==> src/include/uemr_pkg.sv <==
// Shared constants and carriers of the endpoint mode responder.
// Assumes a single pclk domain and a packet decoder that presents tokens already checked.
package uemr_pkg;

   // -----------------------------------------------------------------
   // Sizes
   // -----------------------------------------------------------------
   localparam int unsigned UEMR_NUM_EP    = 3;
   localparam int unsigned UEMR_BUF_BYTES = 8;
   localparam int unsigned UEMR_ADDR_W    = 8;

   // -----------------------------------------------------------------
   // Register map (byte addresses)
   // -----------------------------------------------------------------
   localparam logic [7:0] UEMR_OFS_MODE  = 8'h00;  // Mode register of ep n at +4n
   localparam logic [7:0] UEMR_OFS_COUNT = 8'h10;  // Count register of ep n at +4n
   localparam logic [7:0] UEMR_OFS_BUF   = 8'h40;  // Buffer of ep n at +20h*n, one byte a word
   localparam logic [7:0] UEMR_BUF_SPAN  = 8'h20;

   // Field positions
   localparam int unsigned UEMR_MODE_LSB  = 0;
   localparam int unsigned UEMR_STALL_BIT = 4;
   localparam int unsigned UEMR_CNT_LSB   = 0;
   localparam int unsigned UEMR_TOG_BIT   = 7;

   // Reset values
   localparam logic [3:0] UEMR_MODE_RST  = 4'h0;
   localparam logic [3:0] UEMR_CNT_RST   = 4'h0;
   localparam logic [7:0] UEMR_BUF_RST   = 8'h00;

   // -----------------------------------------------------------------
   // Encodings
   // -----------------------------------------------------------------
   typedef enum logic [3:0] {
      UEMR_M_DISABLE    = 4'h0,
      UEMR_M_NAK_IO     = 4'h1,
      UEMR_M_STATUS_OUT = 4'h2,
      UEMR_M_STALL_IO   = 4'h3,
      UEMR_M_STATUS_IN  = 4'h6,
      UEMR_M_NAK_OUT    = 4'h8,
      UEMR_M_ACK_OUT    = 4'h9,
      UEMR_M_NAK_IN     = 4'hC,
      UEMR_M_ACK_IN     = 4'hD,
      UEMR_M_ACK_IN_SO  = 4'hF
   } uemr_mode_e;

   typedef enum logic [1:0] {
      UEMR_PID_SETUP = 2'h0,
      UEMR_PID_IN    = 2'h1,
      UEMR_PID_OUT   = 2'h2
   } uemr_pid_e;

   typedef enum logic [2:0] {
      UEMR_R_NONE  = 3'h0,
      UEMR_R_ACK   = 3'h1,
      UEMR_R_NAK   = 3'h2,
      UEMR_R_STALL = 3'h3,
      UEMR_R_TX    = 3'h4
   } uemr_resp_e;

   typedef enum logic [1:0] {
      UEMR_A_NONE  = 2'h0,
      UEMR_A_MODE  = 2'h1,
      UEMR_A_COUNT = 2'h2,
      UEMR_A_BUF   = 2'h3
   } uemr_area_e;

   // -----------------------------------------------------------------
   // Carriers
   // -----------------------------------------------------------------
   typedef struct packed {
      uemr_pid_e  pid;
      logic [1:0] ep;
      logic [3:0] len;     // Data bytes, CRC excluded
      logic       toggle;  // Data toggle of the OUT/SETUP packet
      logic       ok;      // Data packet arrived intact
   } uemr_tok_s;

   typedef struct packed {
      uemr_resp_e code;
      logic [1:0] ep;
      logic [3:0] len;     // Bytes to transmit when code is TX
   } uemr_resp_s;

   typedef struct packed {
      uemr_area_e area;
      logic [1:0] ep;
      logic [2:0] idx;
   } uemr_dec_s;

endpackage

==> src/verilog/uemr_responder.sv <==
// Endpoint mode responder of the USB token engine, with an APB register slave.
// Assumes token, ack and receive strobes come from logic on pclk; no synchroniser is needed.
//
// Functional notes
// - Mode 0000: no answer to SETUP, IN or OUT on that endpoint.
// - Mode 0001: accept SETUP, NAK every IN and every intact OUT.
// - Mode 0010: accept SETUP, STALL IN, status check on OUT.
// - Mode 0011: accept SETUP, STALL both IN and OUT.
// - Mode 0110: accept SETUP, zero-length data to IN, STALL OUT.
// - Mode 1111: accept SETUP, send programmed count on IN, status check on OUT.
// - Mode 1000: ignore SETUP and IN, NAK every intact OUT.
// - Mode 1001 stall clear: ACK OUT, then mode becomes 1000 by hardware.
// - Mode 1001 stall set: STALL OUT, ignore SETUP and IN.
// - Mode 1100: ignore SETUP and OUT, NAK every IN.
// - Mode 1101 stall clear: send count on IN; host ACK turns mode to 1100.
// - Mode 1101 stall set: STALL IN, ignore SETUP and OUT.
// - Reserved encodings ignore every token.
// - Mode comes from bits 3:0 of each endpoint's own mode register.
// - Status check ACKs only zero data bytes with toggle 1, else STALL.
// - Programmed transmission sends exactly the 4-bit count of that endpoint.
// - Each endpoint owns an 8-byte buffer for IN source and OUT/SETUP data.
//
// Decided for this implementation: register access over APB and the address map.
`timescale 1ns/1ps
`default_nettype none
module uemr_responder
   import uemr_pkg::*;
#(
   parameter int unsigned NUM_EP    = UEMR_NUM_EP,
   parameter int unsigned BUF_BYTES = UEMR_BUF_BYTES
) (
   // Clock and reset
   input  wire logic                   pclk,
   input  wire logic                   presetn,
   // APB slave
   input  wire logic [UEMR_ADDR_W-1:0] paddr,
   input  wire logic                   psel,
   input  wire logic                   penable,
   input  wire logic                   pwrite,
   input  wire logic [31:0]            pwdata,
   output logic      [31:0]            prdata,
   output logic                        pready,
   output logic                        pslverr,
   // Token side from the packet decoder
   input  wire logic                   tok_valid,
   input  wire uemr_tok_s              tok,
   input  wire logic                   host_ack,
   input  wire logic [1:0]             host_ack_ep,
   // Received data into the endpoint buffers
   input  wire logic                   rx_wr,
   input  wire logic [1:0]             rx_ep,
   input  wire logic [2:0]             rx_idx,
   input  wire logic [7:0]             rx_data,
   // Transmit data out of the endpoint buffers
   input  wire logic [1:0]             tx_ep,
   input  wire logic [2:0]             tx_idx,
   output logic      [7:0]             tx_data,
   // Handshake decision
   output logic                        resp_valid,
   output uemr_resp_s                  resp
);

   // -----------------------------------------------------------------
   // Elaboration checks
   // -----------------------------------------------------------------
   if (NUM_EP < 1 || NUM_EP > 4) begin : g_bad_ep
      $error("NUM_EP must be 1 to 4");
   end
   if (BUF_BYTES < 1 || BUF_BYTES > 8) begin : g_bad_buf
      $error("BUF_BYTES must be 1 to 8");
   end

   // -----------------------------------------------------------------
   // State
   // -----------------------------------------------------------------
   logic [3:0] mode  [NUM_EP];
   logic       stall [NUM_EP];
   logic [3:0] count [NUM_EP];
   logic       tog   [NUM_EP];
   logic [7:0] buf_q [NUM_EP][BUF_BYTES];

   // -----------------------------------------------------------------
   // Functions
   // -----------------------------------------------------------------
   function automatic uemr_dec_s decode_addr(input logic [UEMR_ADDR_W-1:0] a);
      uemr_dec_s d;
      logic [7:0] rel;
      d = '{area: UEMR_A_NONE, ep: 2'h0, idx: 3'h0};
      rel = 8'h00;
      if (a[1:0] == 2'h0) begin
         if (a >= UEMR_OFS_MODE && a < UEMR_OFS_MODE + 8'(4 * NUM_EP)) begin
            rel = a - UEMR_OFS_MODE;
            d.area = UEMR_A_MODE;
            d.ep = rel[3:2];
         end else if (a >= UEMR_OFS_COUNT && a < UEMR_OFS_COUNT + 8'(4 * NUM_EP)) begin
            rel = a - UEMR_OFS_COUNT;
            d.area = UEMR_A_COUNT;
            d.ep = rel[3:2];
         end else if (a >= UEMR_OFS_BUF && a < UEMR_OFS_BUF + 8'(UEMR_BUF_SPAN * NUM_EP)) begin
            rel = a - UEMR_OFS_BUF;
            if (32'(rel[4:2]) < BUF_BYTES) begin
               d.area = UEMR_A_BUF;
               d.ep = rel[6:5];
               d.idx = rel[4:2];
            end
         end
      end
      return d;
   endfunction

   // Answer to one token for a given mode; reserved codes fall to NONE
   function automatic uemr_resp_s decide(input logic [3:0] m, input logic st,
                                          input uemr_tok_s t, input logic [3:0] cnt);
      uemr_resp_s r;
      logic       setup, in_t, out_t, chk;
      r = '{code: UEMR_R_NONE, ep: t.ep, len: 4'h0};
      setup = (t.pid == UEMR_PID_SETUP) && t.ok;
      in_t  = (t.pid == UEMR_PID_IN);
      out_t = (t.pid == UEMR_PID_OUT) && t.ok;
      chk   = (t.len == 4'h0) && t.toggle;
      case (m)
         UEMR_M_NAK_IO: begin
            if (setup) r.code = UEMR_R_ACK;
            else if (in_t || out_t) r.code = UEMR_R_NAK;
         end
         UEMR_M_STATUS_OUT: begin
            if (setup) r.code = UEMR_R_ACK;
            else if (in_t) r.code = UEMR_R_STALL;
            else if (out_t) r.code = chk ? UEMR_R_ACK : UEMR_R_STALL;
         end
         UEMR_M_STALL_IO: begin
            if (setup) r.code = UEMR_R_ACK;
            else if (in_t || out_t) r.code = UEMR_R_STALL;
         end
         UEMR_M_STATUS_IN: begin
            if (setup) r.code = UEMR_R_ACK;
            else if (in_t) r.code = UEMR_R_TX;
            else if (out_t) r.code = UEMR_R_STALL;
         end
         UEMR_M_ACK_IN_SO: begin
            if (setup) r.code = UEMR_R_ACK;
            else if (in_t) begin
               r.code = UEMR_R_TX;
               r.len = cnt;
            end else if (out_t) r.code = chk ? UEMR_R_ACK : UEMR_R_STALL;
         end
         UEMR_M_NAK_OUT: begin
            if (out_t) r.code = UEMR_R_NAK;
         end
         UEMR_M_ACK_OUT: begin
            if (out_t) r.code = st ? UEMR_R_STALL : UEMR_R_ACK;
         end
         UEMR_M_NAK_IN: begin
            if (in_t) r.code = UEMR_R_NAK;
         end
         UEMR_M_ACK_IN: begin
            if (in_t) begin
               r.code = st ? UEMR_R_STALL : UEMR_R_TX;
               r.len = st ? 4'h0 : cnt;
            end
         end
         default: r.code = UEMR_R_NONE;
      endcase
      return r;
   endfunction

   // -----------------------------------------------------------------
   // APB slave
   // -----------------------------------------------------------------
   uemr_dec_s  dec;
   logic       apb_acc;
   logic       apb_wr;
   logic       tok_here;
   uemr_resp_s next_resp;

   assign dec      = decode_addr(paddr);
   assign apb_acc  = psel && penable && !pready;
   assign apb_wr   = psel && penable && pready && pwrite && (dec.area != UEMR_A_NONE);
   assign tok_here = tok_valid && (32'(tok.ep) < NUM_EP);
   // mode read at the token's own cycle
   assign next_resp = decide(mode[tok.ep], stall[tok.ep], tok, count[tok.ep]);

   // One wait state: pready rises the cycle after the access phase opens
   always_ff @(posedge pclk or negedge presetn) begin
      if (!presetn) begin
         pready  <= 1'b0;
         pslverr <= 1'b0;
         prdata  <= 32'h0000_0000;
      end else begin
         pready  <= apb_acc;
         pslverr <= apb_acc && (dec.area == UEMR_A_NONE);
         prdata  <= 32'h0000_0000;
         if (apb_acc && !pwrite) begin
            case (dec.area)
               UEMR_A_MODE: begin
                  prdata[UEMR_MODE_LSB +: 4] <= mode[dec.ep];
                  prdata[UEMR_STALL_BIT]     <= stall[dec.ep];
               end
               UEMR_A_COUNT: begin
                  prdata[UEMR_CNT_LSB +: 4] <= count[dec.ep];
                  prdata[UEMR_TOG_BIT]      <= tog[dec.ep];
               end
               UEMR_A_BUF: prdata[7:0] <= buf_q[dec.ep][dec.idx];
               default: prdata <= 32'h0000_0000;
            endcase
         end
      end
   end

   // -----------------------------------------------------------------
   // Per-endpoint mode and count registers
   // -----------------------------------------------------------------
   for (genvar e = 0; e < NUM_EP; e++) begin : g_ep
      logic hw_out_ack, hw_in_ack, hw_stat_ack;
      assign hw_out_ack = tok_here && tok.ep == 2'(e) && mode[e] == UEMR_M_ACK_OUT
                          && next_resp.code == UEMR_R_ACK;
      assign hw_in_ack  = host_ack && host_ack_ep == 2'(e) && mode[e] == UEMR_M_ACK_IN && !stall[e];
      assign hw_stat_ack = tok_here && tok.ep == 2'(e) && tok.pid == UEMR_PID_OUT
                          && next_resp.code == UEMR_R_ACK;

      // Hardware rewrite beats a firmware write in the same cycle so an ACK is never lost
      always_ff @(posedge pclk or negedge presetn) begin
         if (!presetn) begin
            mode[e]  <= UEMR_MODE_RST;
            stall[e] <= 1'b0;
         end else if (hw_out_ack) begin
            mode[e] <= UEMR_M_NAK_OUT;
         end else if (hw_in_ack) begin
            mode[e] <= UEMR_M_NAK_IN;
         end else if (apb_wr && dec.area == UEMR_A_MODE && dec.ep == 2'(e)) begin
            mode[e]  <= pwdata[UEMR_MODE_LSB +: 4];
            stall[e] <= pwdata[UEMR_STALL_BIT];
         end
      end

      always_ff @(posedge pclk or negedge presetn) begin
         if (!presetn) begin
            count[e] <= UEMR_CNT_RST;
            tog[e]   <= 1'b0;
         end else begin
            if (apb_wr && dec.area == UEMR_A_COUNT && dec.ep == 2'(e)) begin
               count[e] <= pwdata[UEMR_CNT_LSB +: 4];
               tog[e]   <= pwdata[UEMR_TOG_BIT];
            end
            if (hw_stat_ack) begin
               tog[e] <= tok.toggle;
            end
         end
      end

      // receive strobe wins over firmware on a clash
      for (genvar b = 0; b < BUF_BYTES; b++) begin : g_byte
         always_ff @(posedge pclk or negedge presetn) begin
            if (!presetn) begin
               buf_q[e][b] <= UEMR_BUF_RST;
            end else if (rx_wr && rx_ep == 2'(e) && rx_idx == 3'(b)) begin
               buf_q[e][b] <= rx_data;
            end else if (apb_wr && dec.area == UEMR_A_BUF && dec.ep == 2'(e) && dec.idx == 3'(b)) begin
               buf_q[e][b] <= pwdata[7:0];
            end
         end
      end
   end

   // -----------------------------------------------------------------
   // Transmit data and handshake decision
   // -----------------------------------------------------------------
   always_ff @(posedge pclk or negedge presetn) begin
      if (!presetn) begin
         tx_data <= UEMR_BUF_RST;
      end else if (32'(tx_ep) < NUM_EP && 32'(tx_idx) < BUF_BYTES) begin
         tx_data <= buf_q[tx_ep][tx_idx];
      end else begin
         tx_data <= UEMR_BUF_RST;
      end
   end

   // Silence is signalled by no resp_valid at all, not a NONE code
   always_ff @(posedge pclk or negedge presetn) begin
      if (!presetn) begin
         resp_valid <= 1'b0;
         resp       <= '{code: UEMR_R_NONE, ep: 2'h0, len: 4'h0};
      end else begin
         resp_valid <= tok_here && next_resp.code != UEMR_R_NONE;
         if (tok_here) begin
            resp <= next_resp;
         end
      end
   end
endmodule
`default_nettype wire

==> config.mk <==
export PLATFORM = sky130hd
export DESIGN_NAME = uemr_responder
export DESIGN_NICKNAME = d
export VERILOG_FILES = /design/src/include/uemr_pkg.sv /design/src/verilog/uemr_responder.sv
export SDC_FILE = /design/constraint.sdc
export NUM_CORES = 1
export LEC_CHECK = 0
export ABC_CLOCK_PERIOD_IN_PS = 2960
export BUFFER_PORTS_ARGS = -buffer_cell sky130_fd_sc_hd__buf_2
export CAP_MARGIN = 20
export CORE_ASPECT_RATIO = 1.5
export CORE_MARGIN = 2
export CORE_UTILIZATION = 60
export CTS_BUF_LIST = sky130_fd_sc_hd__clkbuf_16
export DETAILED_ROUTE_END_ITERATION = 12
export HOLD_SLACK_MARGIN = 0.08
export PLACE_DENSITY = 0.85
export RECOVER_POWER = 25
export SLEW_MARGIN = 20
export SYNTH_ARGS = -nofsm -noshare
export SYNTH_HDL_FRONTEND = slang
export SYNTH_SLANG_ARGS = --single-unit
export TNS_END_PERCENT = 50
==> constraint.sdc <==
create_clock -name pclk -period 2.96 [get_ports pclk]
set_input_delay 0.148 -clock pclk [delete_from_list [all_inputs] [get_ports pclk]]
set_output_delay 0.148 -clock pclk [all_outputs]
set_load 0.01 [all_outputs]
==> flow_results.xml, run 1 <==
<?xml version="1.0" encoding="UTF-8"?>
<metrics>
  <group name="worst_setup_path">
    <metric name="critical_path_arrival" unit="ns">3.15</metric>
    <metric name="worst_path_dominant_cell_family" unit="">compound AO/OA/AOI/OAI gates</metric>
    <metric name="critical_path_rt" unit="ns">3.42</metric>
    <metric name="crit_path_cell_trace" unit="">buf_2, nor4b_1, buf_4, o21a_2, buf_4, nor3_1, o21ai_1, nand4_1, a221o_1, a21oi_1</metric>
    <metric name="r2r.worst_path.cells" unit="">8</metric>
    <metric name="critPathLaunchType" unit="">input pin</metric>
    <metric name="timing.critical_path.slowest_stage_cell" unit="">o21ai_1</metric>
    <metric name="worst-path-stages" unit="">10</metric>
    <metric name="cpPeakStageDelay" unit="ns">0.64</metric>
    <metric name="path_class" unit="">in2reg</metric>
    <metric name="timing.critical_path.fanout_max" unit="">13</metric>
    <metric name="crit_buf_inv" unit="">3</metric>
    <metric name="regToRegSetupSlack" unit="ns">0.43</metric>
    <metric name="kind_of_end_point_of_the_critical_path" unit="">register</metric>
    <metric name="timing.critical_path.mode_cell" unit="">buf_4</metric>
  </group>
  <group name="die">
    <metric name="start_util" unit="%">61.2</metric>
    <metric name="rows" unit="">71</metric>
    <metric name="die_width" unit="um">135</metric>
    <metric name="coreArea" unit="mm2">0.0252</metric>
    <metric name="top_level_ports" unit="">130</metric>
    <metric name="die_h" unit="um">200</metric>
    <metric name="die_area" unit="mm2">0.0270</metric>
  </group>
  <group name="power_and_ir_drop">
    <metric name="vdd_drop_max" unit="mV">0.488</metric>
    <metric name="leakage_component_of_the_power" unit="nW">7.75</metric>
    <metric name="cellPowerDensity" unit="mW/mm2">567</metric>
  </group>
  <group name="timing">
    <metric name="totalNegativeSetupSlack" unit="ns">0</metric>
    <metric name="hold_viol_final" unit="">0</metric>
    <metric name="timing.final.setup_violations" unit="">0</metric>
    <metric name="timing.clock.skew" unit="ns">0.0217</metric>
    <metric name="unrepaired_setup_endpoints_after_global_routing" unit="">false</metric>
    <metric name="maxSlewViolCount" unit="">98</metric>
    <metric name="finalWorstSetupSlack" unit="ns">0.261</metric>
    <metric name="max_slew.worst_pin.slew" unit="ns">2.50</metric>
    <metric name="max-slew-margin-rel" unit="%">-66.5</metric>
    <metric name="period_share" unit="%">91.2</metric>
    <metric name="maxClockFrequency" unit="GHz">0.370</metric>
    <metric name="period_needed" unit="ns">2.70</metric>
  </group>
  <group name="run_status">
    <metric name="outcome" unit="">finished with violations</metric>
    <metric name="failing_checks" unit="">capacitance limit, slew limit</metric>
  </group>
  <group name="global_route">
    <metric name="initial_antenna_violation_count" unit="">2</metric>
    <metric name="grt_overflow" unit="">0</metric>
    <metric name="gr-usage-all-layers" unit="%">41.8</metric>
    <metric name="first_pass_grt_wire_length" unit="um">87000</metric>
    <metric name="grt_pass1_vias" unit="">15432</metric>
    <metric name="largest_net_degree_at_the_start_of_global_routing" unit="">101</metric>
  </group>
  <group name="yosys">
    <metric name="synth_async_sr_flop_share" unit="%">100</metric>
    <metric name="synth_cells" unit="">1778</metric>
    <metric name="syn_area" unit="mm2">0.0154</metric>
    <metric name="synthFlopType" unit="">dfrtp_1</metric>
    <metric name="register_bit_total_from_synthesis" unit="">250</metric>
    <metric name="avgSynthCellArea" unit="um2">8.68</metric>
    <metric name="synth_cell_type_count" unit="">64</metric>
    <metric name="ys_seq_area_share" unit="%">40.5</metric>
    <metric name="ys.warnings.count" unit="">0</metric>
    <metric name="edff_count_synth" unit="">0</metric>
  </group>
  <group name="routing">
    <metric name="dr_total_vias" unit="">15415</metric>
    <metric name="post-route-drc-count" unit="">0</metric>
    <metric name="wl_per_cell" unit="um">26.3</metric>
    <metric name="drt_wl_total" unit="um">57000</metric>
    <metric name="first_iter_violations" unit="">1870</metric>
    <metric name="ant_nets" unit="">0</metric>
    <metric name="dr.pass1.iters" unit="">7</metric>
    <metric name="routed_via_density" unit="">7.11</metric>
  </group>
  <group name="clocking">
    <metric name="worst_setup_hold_path_clk_slew" unit="ns">0.06</metric>
    <metric name="cts_made_buffers" unit="">25</metric>
    <metric name="cts-root-to-sink-buffers" unit="">3</metric>
    <metric name="tritoncts" unit="">built</metric>
    <metric name="cts-root-buf" unit="">clkbuf_16</metric>
    <metric name="h-tree-depth" unit="">1</metric>
    <metric name="numClockSinks" unit="">250</metric>
    <metric name="insertion_delay" unit="ns">0.54</metric>
    <metric name="cts_setup_buffers" unit="">0</metric>
  </group>
  <group name="final_layout">
    <metric name="num-fill-cells" unit="">1971</metric>
    <metric name="multiInputGateArea" unit="mm2">0.00847</metric>
    <metric name="n_antenna_cell" unit="">0</metric>
    <metric name="layout.area.seq" unit="mm2">0.00626</metric>
    <metric name="finalNetCount" unit="">1900</metric>
    <metric name="area_added_between_synthesis_and_finish" unit="%">11.4</metric>
    <metric name="layout-drive-gt1-share" unit="%">14.5</metric>
  </group>
  <group name="hold_path">
    <metric name="hold_path.class" unit="">in2reg</metric>
    <metric name="hold_depth" unit="">4</metric>
  </group>
  <group name="placed_design">
    <metric name="place.gp.congestion" unit="">1.05</metric>
    <metric name="placed_wire_length_estimate_after_detailed_placement" unit="um">36000</metric>
    <metric name="count_of_input_and_output_buffers" unit="">81</metric>
    <metric name="place_ws" unit="ns">0.0321</metric>
  </group>
  <group name="run">
    <metric name="timing.max_cap.violations" unit="">1</metric>
  </group>
</metrics>
==> power breakdown <==
part | switching [mW] | internal, mW | total (mW)
Clock | 1.45 | 1.81 | 3.26
Combinational | 1.23 | 0.720 | 1.95
Sequential | 0.522 | 4.00 | 4.52
==> Yosys cell counts (4+ instances only) <==
library cell  count  area (um2)
nor3_1           44         220
o21ai_1           9        45.0
a211oi_1         12        90.1
nand2b_1          5        31.3
nor3b_1           5        37.5
a22o_1            7        61.3
dfrtp_1         250        6260
nor2_1          221         830
nand3b_1         13        97.6
a221o_1           5        50.1
mux4_2            5         113
a22oi_1          20         150
nor2b_1           8        50.1
a211o_1           8        70.1
nor2_2            4        25.0
a31oi_1           8        50.1
a2bb2oi_1         6        52.6
o22ai_1          98         613
buf_4            27         203
buf_2            42         210
nand3_1          21         105
a32oi_1           7        61.3
mux2_2           20         225
nand4_1          16         100
o22a_1            7        61.3
o221ai_1         13         114
o22ai_2           4        50.1
clkbuf_1         92         345
buf_1             7        26.3
mux2i_1         211        2110
and2_1            4        25.0
nor4_1            5        31.3
and3_1            5        31.3
inv_1            12        45.0
o31ai_1           4        30.0
o21a_1            9        67.6
nand2_1         180         676
o21ai_0         176         881
a21boi_0          7        52.6
o21ai_2           9        78.8
a21oi_1         134         671
==> worst reg2reg max path, delay by kind of cell, from the launching register on <==
kind,cells,cell delay [ns]
simple gates,1,0.15
compound gates,4,1.03
buf+inv,1,0.20
flops,1,0.42
mux,2,0.61
==> layout make-up <==
type                    instances  share of cell area, %
multi-input cells            1369                   49.3
flip-flops and latches        250                   36.4
repair buffers                163                   6.88
clock buffers                  25                   3.64
well taps                     328                   2.39
clock inverters                20                   1.12
inverters                      13                  0.284
==> stage by stage <==
stage / cells / total power [mW] / utilization [%] / area (um2) / hold WS, ns
2_1_floorplan: 1801 / 5.63 / - / 15500 / -0.148
3_3_place_gp: 2111 / 6.25 / 64.4 / 16300 / 0.250
3_5_place_dp: 2111 / 6.37 / 64.4 / 16300 / 0.265
4_1_cts: 2163 / 9.59 / 67.9 / 17100 / 0.0803
5_1_grt: 2168 / 10.1 / 68.1 / 17200 / 0.119
6_report: 2168 / 9.74 / 68.1 / 17200 / 0.0944
==> per-layer routing <==
layer / wire (um) / GRT usage, % / vias to the layer above
met4: 5890 / 33.3 / 4
met3: 7010 / 12.2 / 458
met2: 25800 / 65.4 / 1269
li1: - / - / 6505
met1: 18300 / 47.3 / 7179
met5: 22 / 0 / -
==> cell families after synthesis <==
kind of cell,after synthesis,share of synthesized area (%)
and+or+nand+nor,548,15.6
muxes,240,16.2
AOI/OAI and AO/OA,557,22.2
buffers and inverters,182,5.47
other,1,0.0243
DFF,250,40.5
==> cell usage in the layout (no fill, tap or decap), types with 13 or more instances in the layout <==
cell type  count
nand2_1      179
mux2_2        20
o221ai_1      13
buf_4         59
nor3_1        43
nand3b_1      13
o21ai_0      175
o22ai_1       98
nand3_1       21
mux2i_1      211
a21oi_1      134
buf_2         82
a22oi_1       20
nor2_1       221
nand4_1       16
clkbuf_16     25
conb_1        24
dfrtp_1      250
==> worst paths after layout <==
| check | startpoint | end |
|---|---|---|
| setup / recovery | paddr[6] | prdata[0] |
| hold / removal | tok[8] | tog[2] |
| setup reg to reg | mode[7] | stall[1] |
| hold reg to reg | resp[6] | resp[6] |
| max in group asynchronous | presetn | buf_q[101] |
| min in group asynchronous | presetn | buf_q[40] |
==> state kept, by name (all words and copies together) (netlist names) <==
register and cells:
resp_valid 1, resp 9, tog 3, prdata 8, pslverr 1, count 12
mode 12, buf_q 192, tx_data 8, pready 1, stall 3
==> repair_timing <==
| action | 4_1_cts | 5_1_grt |
|---|---|---|
| hold buffers | 7 | 0 |
| endpoints found under the hold margin | 111 | 0 |
| endpoints found under the setup margin | 0 | 1 |
| gates resized for setup | 0 | 1 |
(Power assumes the default switching activity.)
==> run 2: changes to the inputs <==
Settings changed: RECOVER_POWER 25 to 50.
==> run 2 against run 1 <==
  * The run still ends with capacitance limit, slew limit left
  * Cell count about the same
  * Clock-buffer cell count unchanged
  * Combinational power about the same
  * Non-clock buffer count unchanged
  * Wire length about the same
  * Hold slack worse by 0.0045 ns
  * Worst setup slack better by 0.032 ns
  * Largest cell class unchanged
  * Critical endpoint is now prdata[7]
  * Via count up 0.30%
==> flow_results.xml, run 2 (same netlist as run 1, synthesis figures left out) <==
<?xml version="1.0" encoding="UTF-8"?>
<metrics>
  <group name="worst_setup_path">
    <metric name="critical_path_rt" unit="ns">3.35</metric>
    <metric name="crit_buf_inv" unit="">2</metric>
    <metric name="cpPeakStageDelay" unit="ns">0.49</metric>
    <metric name="critPathLaunchType" unit="">input pin</metric>
    <metric name="kind_of_end_point_of_the_critical_path" unit="">register</metric>
    <metric name="path_class" unit="">in2reg</metric>
    <metric name="timing.critical_path.slowest_stage_cell" unit="">o31ai_1</metric>
    <metric name="critical_path_arrival" unit="ns">3.05</metric>
    <metric name="timing.critical_path.fanout_max" unit="">10</metric>
    <metric name="worst_path_dominant_cell_family" unit="">compound AO/OA/AOI/OAI gates</metric>
    <metric name="crit_path_cell_trace" unit="">buf_2, nor2b_1, o21a_1, o21ai_1, buf_4, o21ai_0, a41oi_1, o31ai_1</metric>
  </group>
  <group name="routing">
    <metric name="dr.pass1.iters" unit="">7</metric>
    <metric name="dr_total_vias" unit="">15462</metric>
    <metric name="first_iter_violations" unit="">1879</metric>
    <metric name="routed_via_density" unit="">7.13</metric>
    <metric name="drt_wl_total" unit="um">57100</metric>
    <metric name="post-route-drc-count" unit="">0</metric>
    <metric name="wl_per_cell" unit="um">26.3</metric>
    <metric name="ant_nets" unit="">0</metric>
  </group>
  <group name="power_and_ir_drop">
    <metric name="vdd_drop_max" unit="mV">0.488</metric>
    <metric name="net-switching-power" unit="mW">3.21</metric>
    <metric name="p_total" unit="mW">9.75</metric>
    <metric name="seq_power_share" unit="%">46.4</metric>
    <metric name="comb_power_share" unit="%">20.0</metric>
    <metric name="leakage_component_of_the_power" unit="nW">7.64</metric>
    <metric name="power_report.internal_total" unit="mW">6.53</metric>
    <metric name="clkPwrFrac" unit="%">33.6</metric>
    <metric name="switching_share" unit="%">33.0</metric>
    <metric name="cellPowerDensity" unit="mW/mm2">568</metric>
  </group>
  <group name="timing">
    <metric name="max_slew.worst_pin.slew" unit="ns">2.45</metric>
    <metric name="timing.final.setup_violations" unit="">0</metric>
    <metric name="maxClockFrequency" unit="GHz">0.375</metric>
    <metric name="maxSlewViolCount" unit="">98</metric>
    <metric name="period_needed" unit="ns">2.67</metric>
    <metric name="hold_viol_final" unit="">0</metric>
    <metric name="max-slew-margin-rel" unit="%">-63.6</metric>
    <metric name="unrepaired_setup_endpoints_after_global_routing" unit="">false</metric>
    <metric name="timing.clock.skew" unit="ns">0.0171</metric>
    <metric name="totalNegativeSetupSlack" unit="ns">0</metric>
    <metric name="finalWorstSetupSlack" unit="ns">0.293</metric>
    <metric name="period_share" unit="%">90.1</metric>
  </group>
  <group name="die">
    <metric name="top_level_ports" unit="">130</metric>
    <metric name="die_width" unit="um">135</metric>
    <metric name="start_util" unit="%">61.2</metric>
    <metric name="rows" unit="">71</metric>
    <metric name="die_area" unit="mm2">0.0270</metric>
    <metric name="coreArea" unit="mm2">0.0252</metric>
    <metric name="die_h" unit="um">200</metric>
  </group>
  <group name="final_layout">
    <metric name="finalNetCount" unit="">1900</metric>
    <metric name="largest_registers" unit="">buf_q: 192 flops, count: 12 flops, mode: 12 flops</metric>
    <metric name="num-fill-cells" unit="">1990</metric>
    <metric name="layout.cells.non_filler" unit="">2169</metric>
    <metric name="top_register" unit="">buf_q</metric>
    <metric name="area_added_between_synthesis_and_finish" unit="%">11.1</metric>
    <metric name="layout_common_cells" unit="">250 x dfrtp_1, 221 x nor2_1, 211 x mux2i_1, 179 x nand2_1, 175 x o21ai_0</metric>
    <metric name="layout.area.seq" unit="mm2">0.00626</metric>
    <metric name="commonest_non_fill_non_tap_cell_in_the_layout" unit="">dfrtp_1</metric>
    <metric name="largest_register_ffs" unit="">192</metric>
    <metric name="layout-drive-gt1-share" unit="%">13.0</metric>
    <metric name="post_layout_inst_area" unit="mm2">0.0172</metric>
    <metric name="multiInputGateArea" unit="mm2">0.00847</metric>
  </group>
  <group name="global_route">
    <metric name="gr-usage-all-layers" unit="%">41.8</metric>
    <metric name="initial_antenna_violation_count" unit="">2</metric>
    <metric name="largest_net_degree_at_the_start_of_global_routing" unit="">101</metric>
    <metric name="grt_pass1_vias" unit="">15432</metric>
    <metric name="first_pass_grt_wire_length" unit="um">87000</metric>
    <metric name="grt_overflow" unit="">0</metric>
  </group>
  <group name="placed_design">
    <metric name="place.gp.congestion" unit="">1.05</metric>
    <metric name="placed_cells" unit="">2111</metric>
    <metric name="placed_area" unit="mm2">0.0163</metric>
    <metric name="placed_wire_length_estimate_after_detailed_placement" unit="um">36000</metric>
    <metric name="count_of_input_and_output_buffers" unit="">81</metric>
    <metric name="place_ws" unit="ns">0.0321</metric>
  </group>
  <group name="clocking">
    <metric name="h-tree-depth" unit="">1</metric>
    <metric name="cts-root-buf" unit="">clkbuf_16</metric>
    <metric name="cts_setup_buffers" unit="">0</metric>
    <metric name="cts_made_buffers" unit="">25</metric>
    <metric name="numClockSinks" unit="">250</metric>
    <metric name="insertion_delay" unit="ns">0.54</metric>
    <metric name="cts-root-to-sink-buffers" unit="">3</metric>
    <metric name="worst_setup_hold_path_clk_slew" unit="ns">0.07</metric>
    <metric name="tritoncts" unit="">built</metric>
  </group>
  <group name="run_status">
    <metric name="outcome" unit="">finished with violations</metric>
    <metric name="failing_checks" unit="">capacitance limit, slew limit</metric>
  </group>
  <group name="run">
    <metric name="timing.max_cap.violations" unit="">1</metric>
  </group>
  <group name="hold_path">
    <metric name="hold_path.class" unit="">in2reg</metric>
  </group>
</metrics>
-- run 2: final timing paths --
| check | from | to | slack, ns | cells past startpoint |
|---|---|---|---|---|
| min in group asynchronous | presetn | buf_q[40] | 0.93 | 2 |
| hold / removal | tok[8] | tog[0] | 0.09 | 4 |
| setup / recovery | paddr[6] | prdata[7] | 0.29 | 8 |
| hold reg to reg | resp[6] | resp[6] | 0.48 | 2 |
| max in group asynchronous | presetn | buf_q[101] | 0.60 | 2 |
| setup reg to reg | mode[7] | stall[1] | 0.39 | 8 |
-- run 2: layout make-up --
cell class              instances  area share [%]
repair buffers                163            6.69
well taps                     328            2.39
diodes                          1          0.0146
inverters                      13           0.285
clock inverters                20            1.12
clock buffers                  25            3.65
multi-input cells            1369            49.4
flip-flops and latches        250            36.5
-- run 2: what timing repair did --
| item | CTS | global route |
|---|---|---|
| endpoints found under the hold margin | 111 | 0 |
| resized for setup | 0 | 1 |
| setup endpoints to repair | 0 | 1 |
| hold buffers | 7 | 0 |
-- run 2: tightest hold or removal path, delay by kind of cell --
kind | cells | cell delay (ns)
buffers and inverters | 1 | 0.13
muxes | 1 | 0.13
and+or+nand+nor | 2 | 0.18
-- run 2: power by group through the flow --
| stage | Sequential, mW | Combinational, mW | Clock [mW] |
|---|---|---|---|
| 2_1_floorplan | 4.40 | 1.23 | 0 |
| 3_3_place_gp | 4.52 | 1.73 | 0 |
| 3_5_place_dp | 4.55 | 1.82 | 0 |
| 4_1_cts | 4.50 | 1.84 | 3.25 |
| 5_1_grt | 4.58 | 2.12 | 3.39 |
| 6_report | 4.52 | 1.95 | 3.27 |
-- run 2: per-stage QoR --
| stage | utilization (%) | hold WS [ns] |
|---|---|---|
| global placement | 64.4 | 0.250 |
| detailed placement | 64.4 | 0.265 |
| global route | 68.0 | 0.119 |
| finish | 68.0 | 0.0900 |
| CTS | 67.9 | 0.0803 |
| floorplan | - | -0.148 |
-- run 2: per-layer routing --
| layer | up-vias | part of all wire, % | GRT usage, % |
|---|---|---|---|
| met5 | - | 0.023 | 0 |
| met4 | 2 | 10 | 33.3 |
| met3 | 470 | 13 | 12.2 |
| met2 | 1295 | 45 | 65.4 |
| met1 | 7195 | 32 | 47.3 |
| li1 | 6500 | - | - |
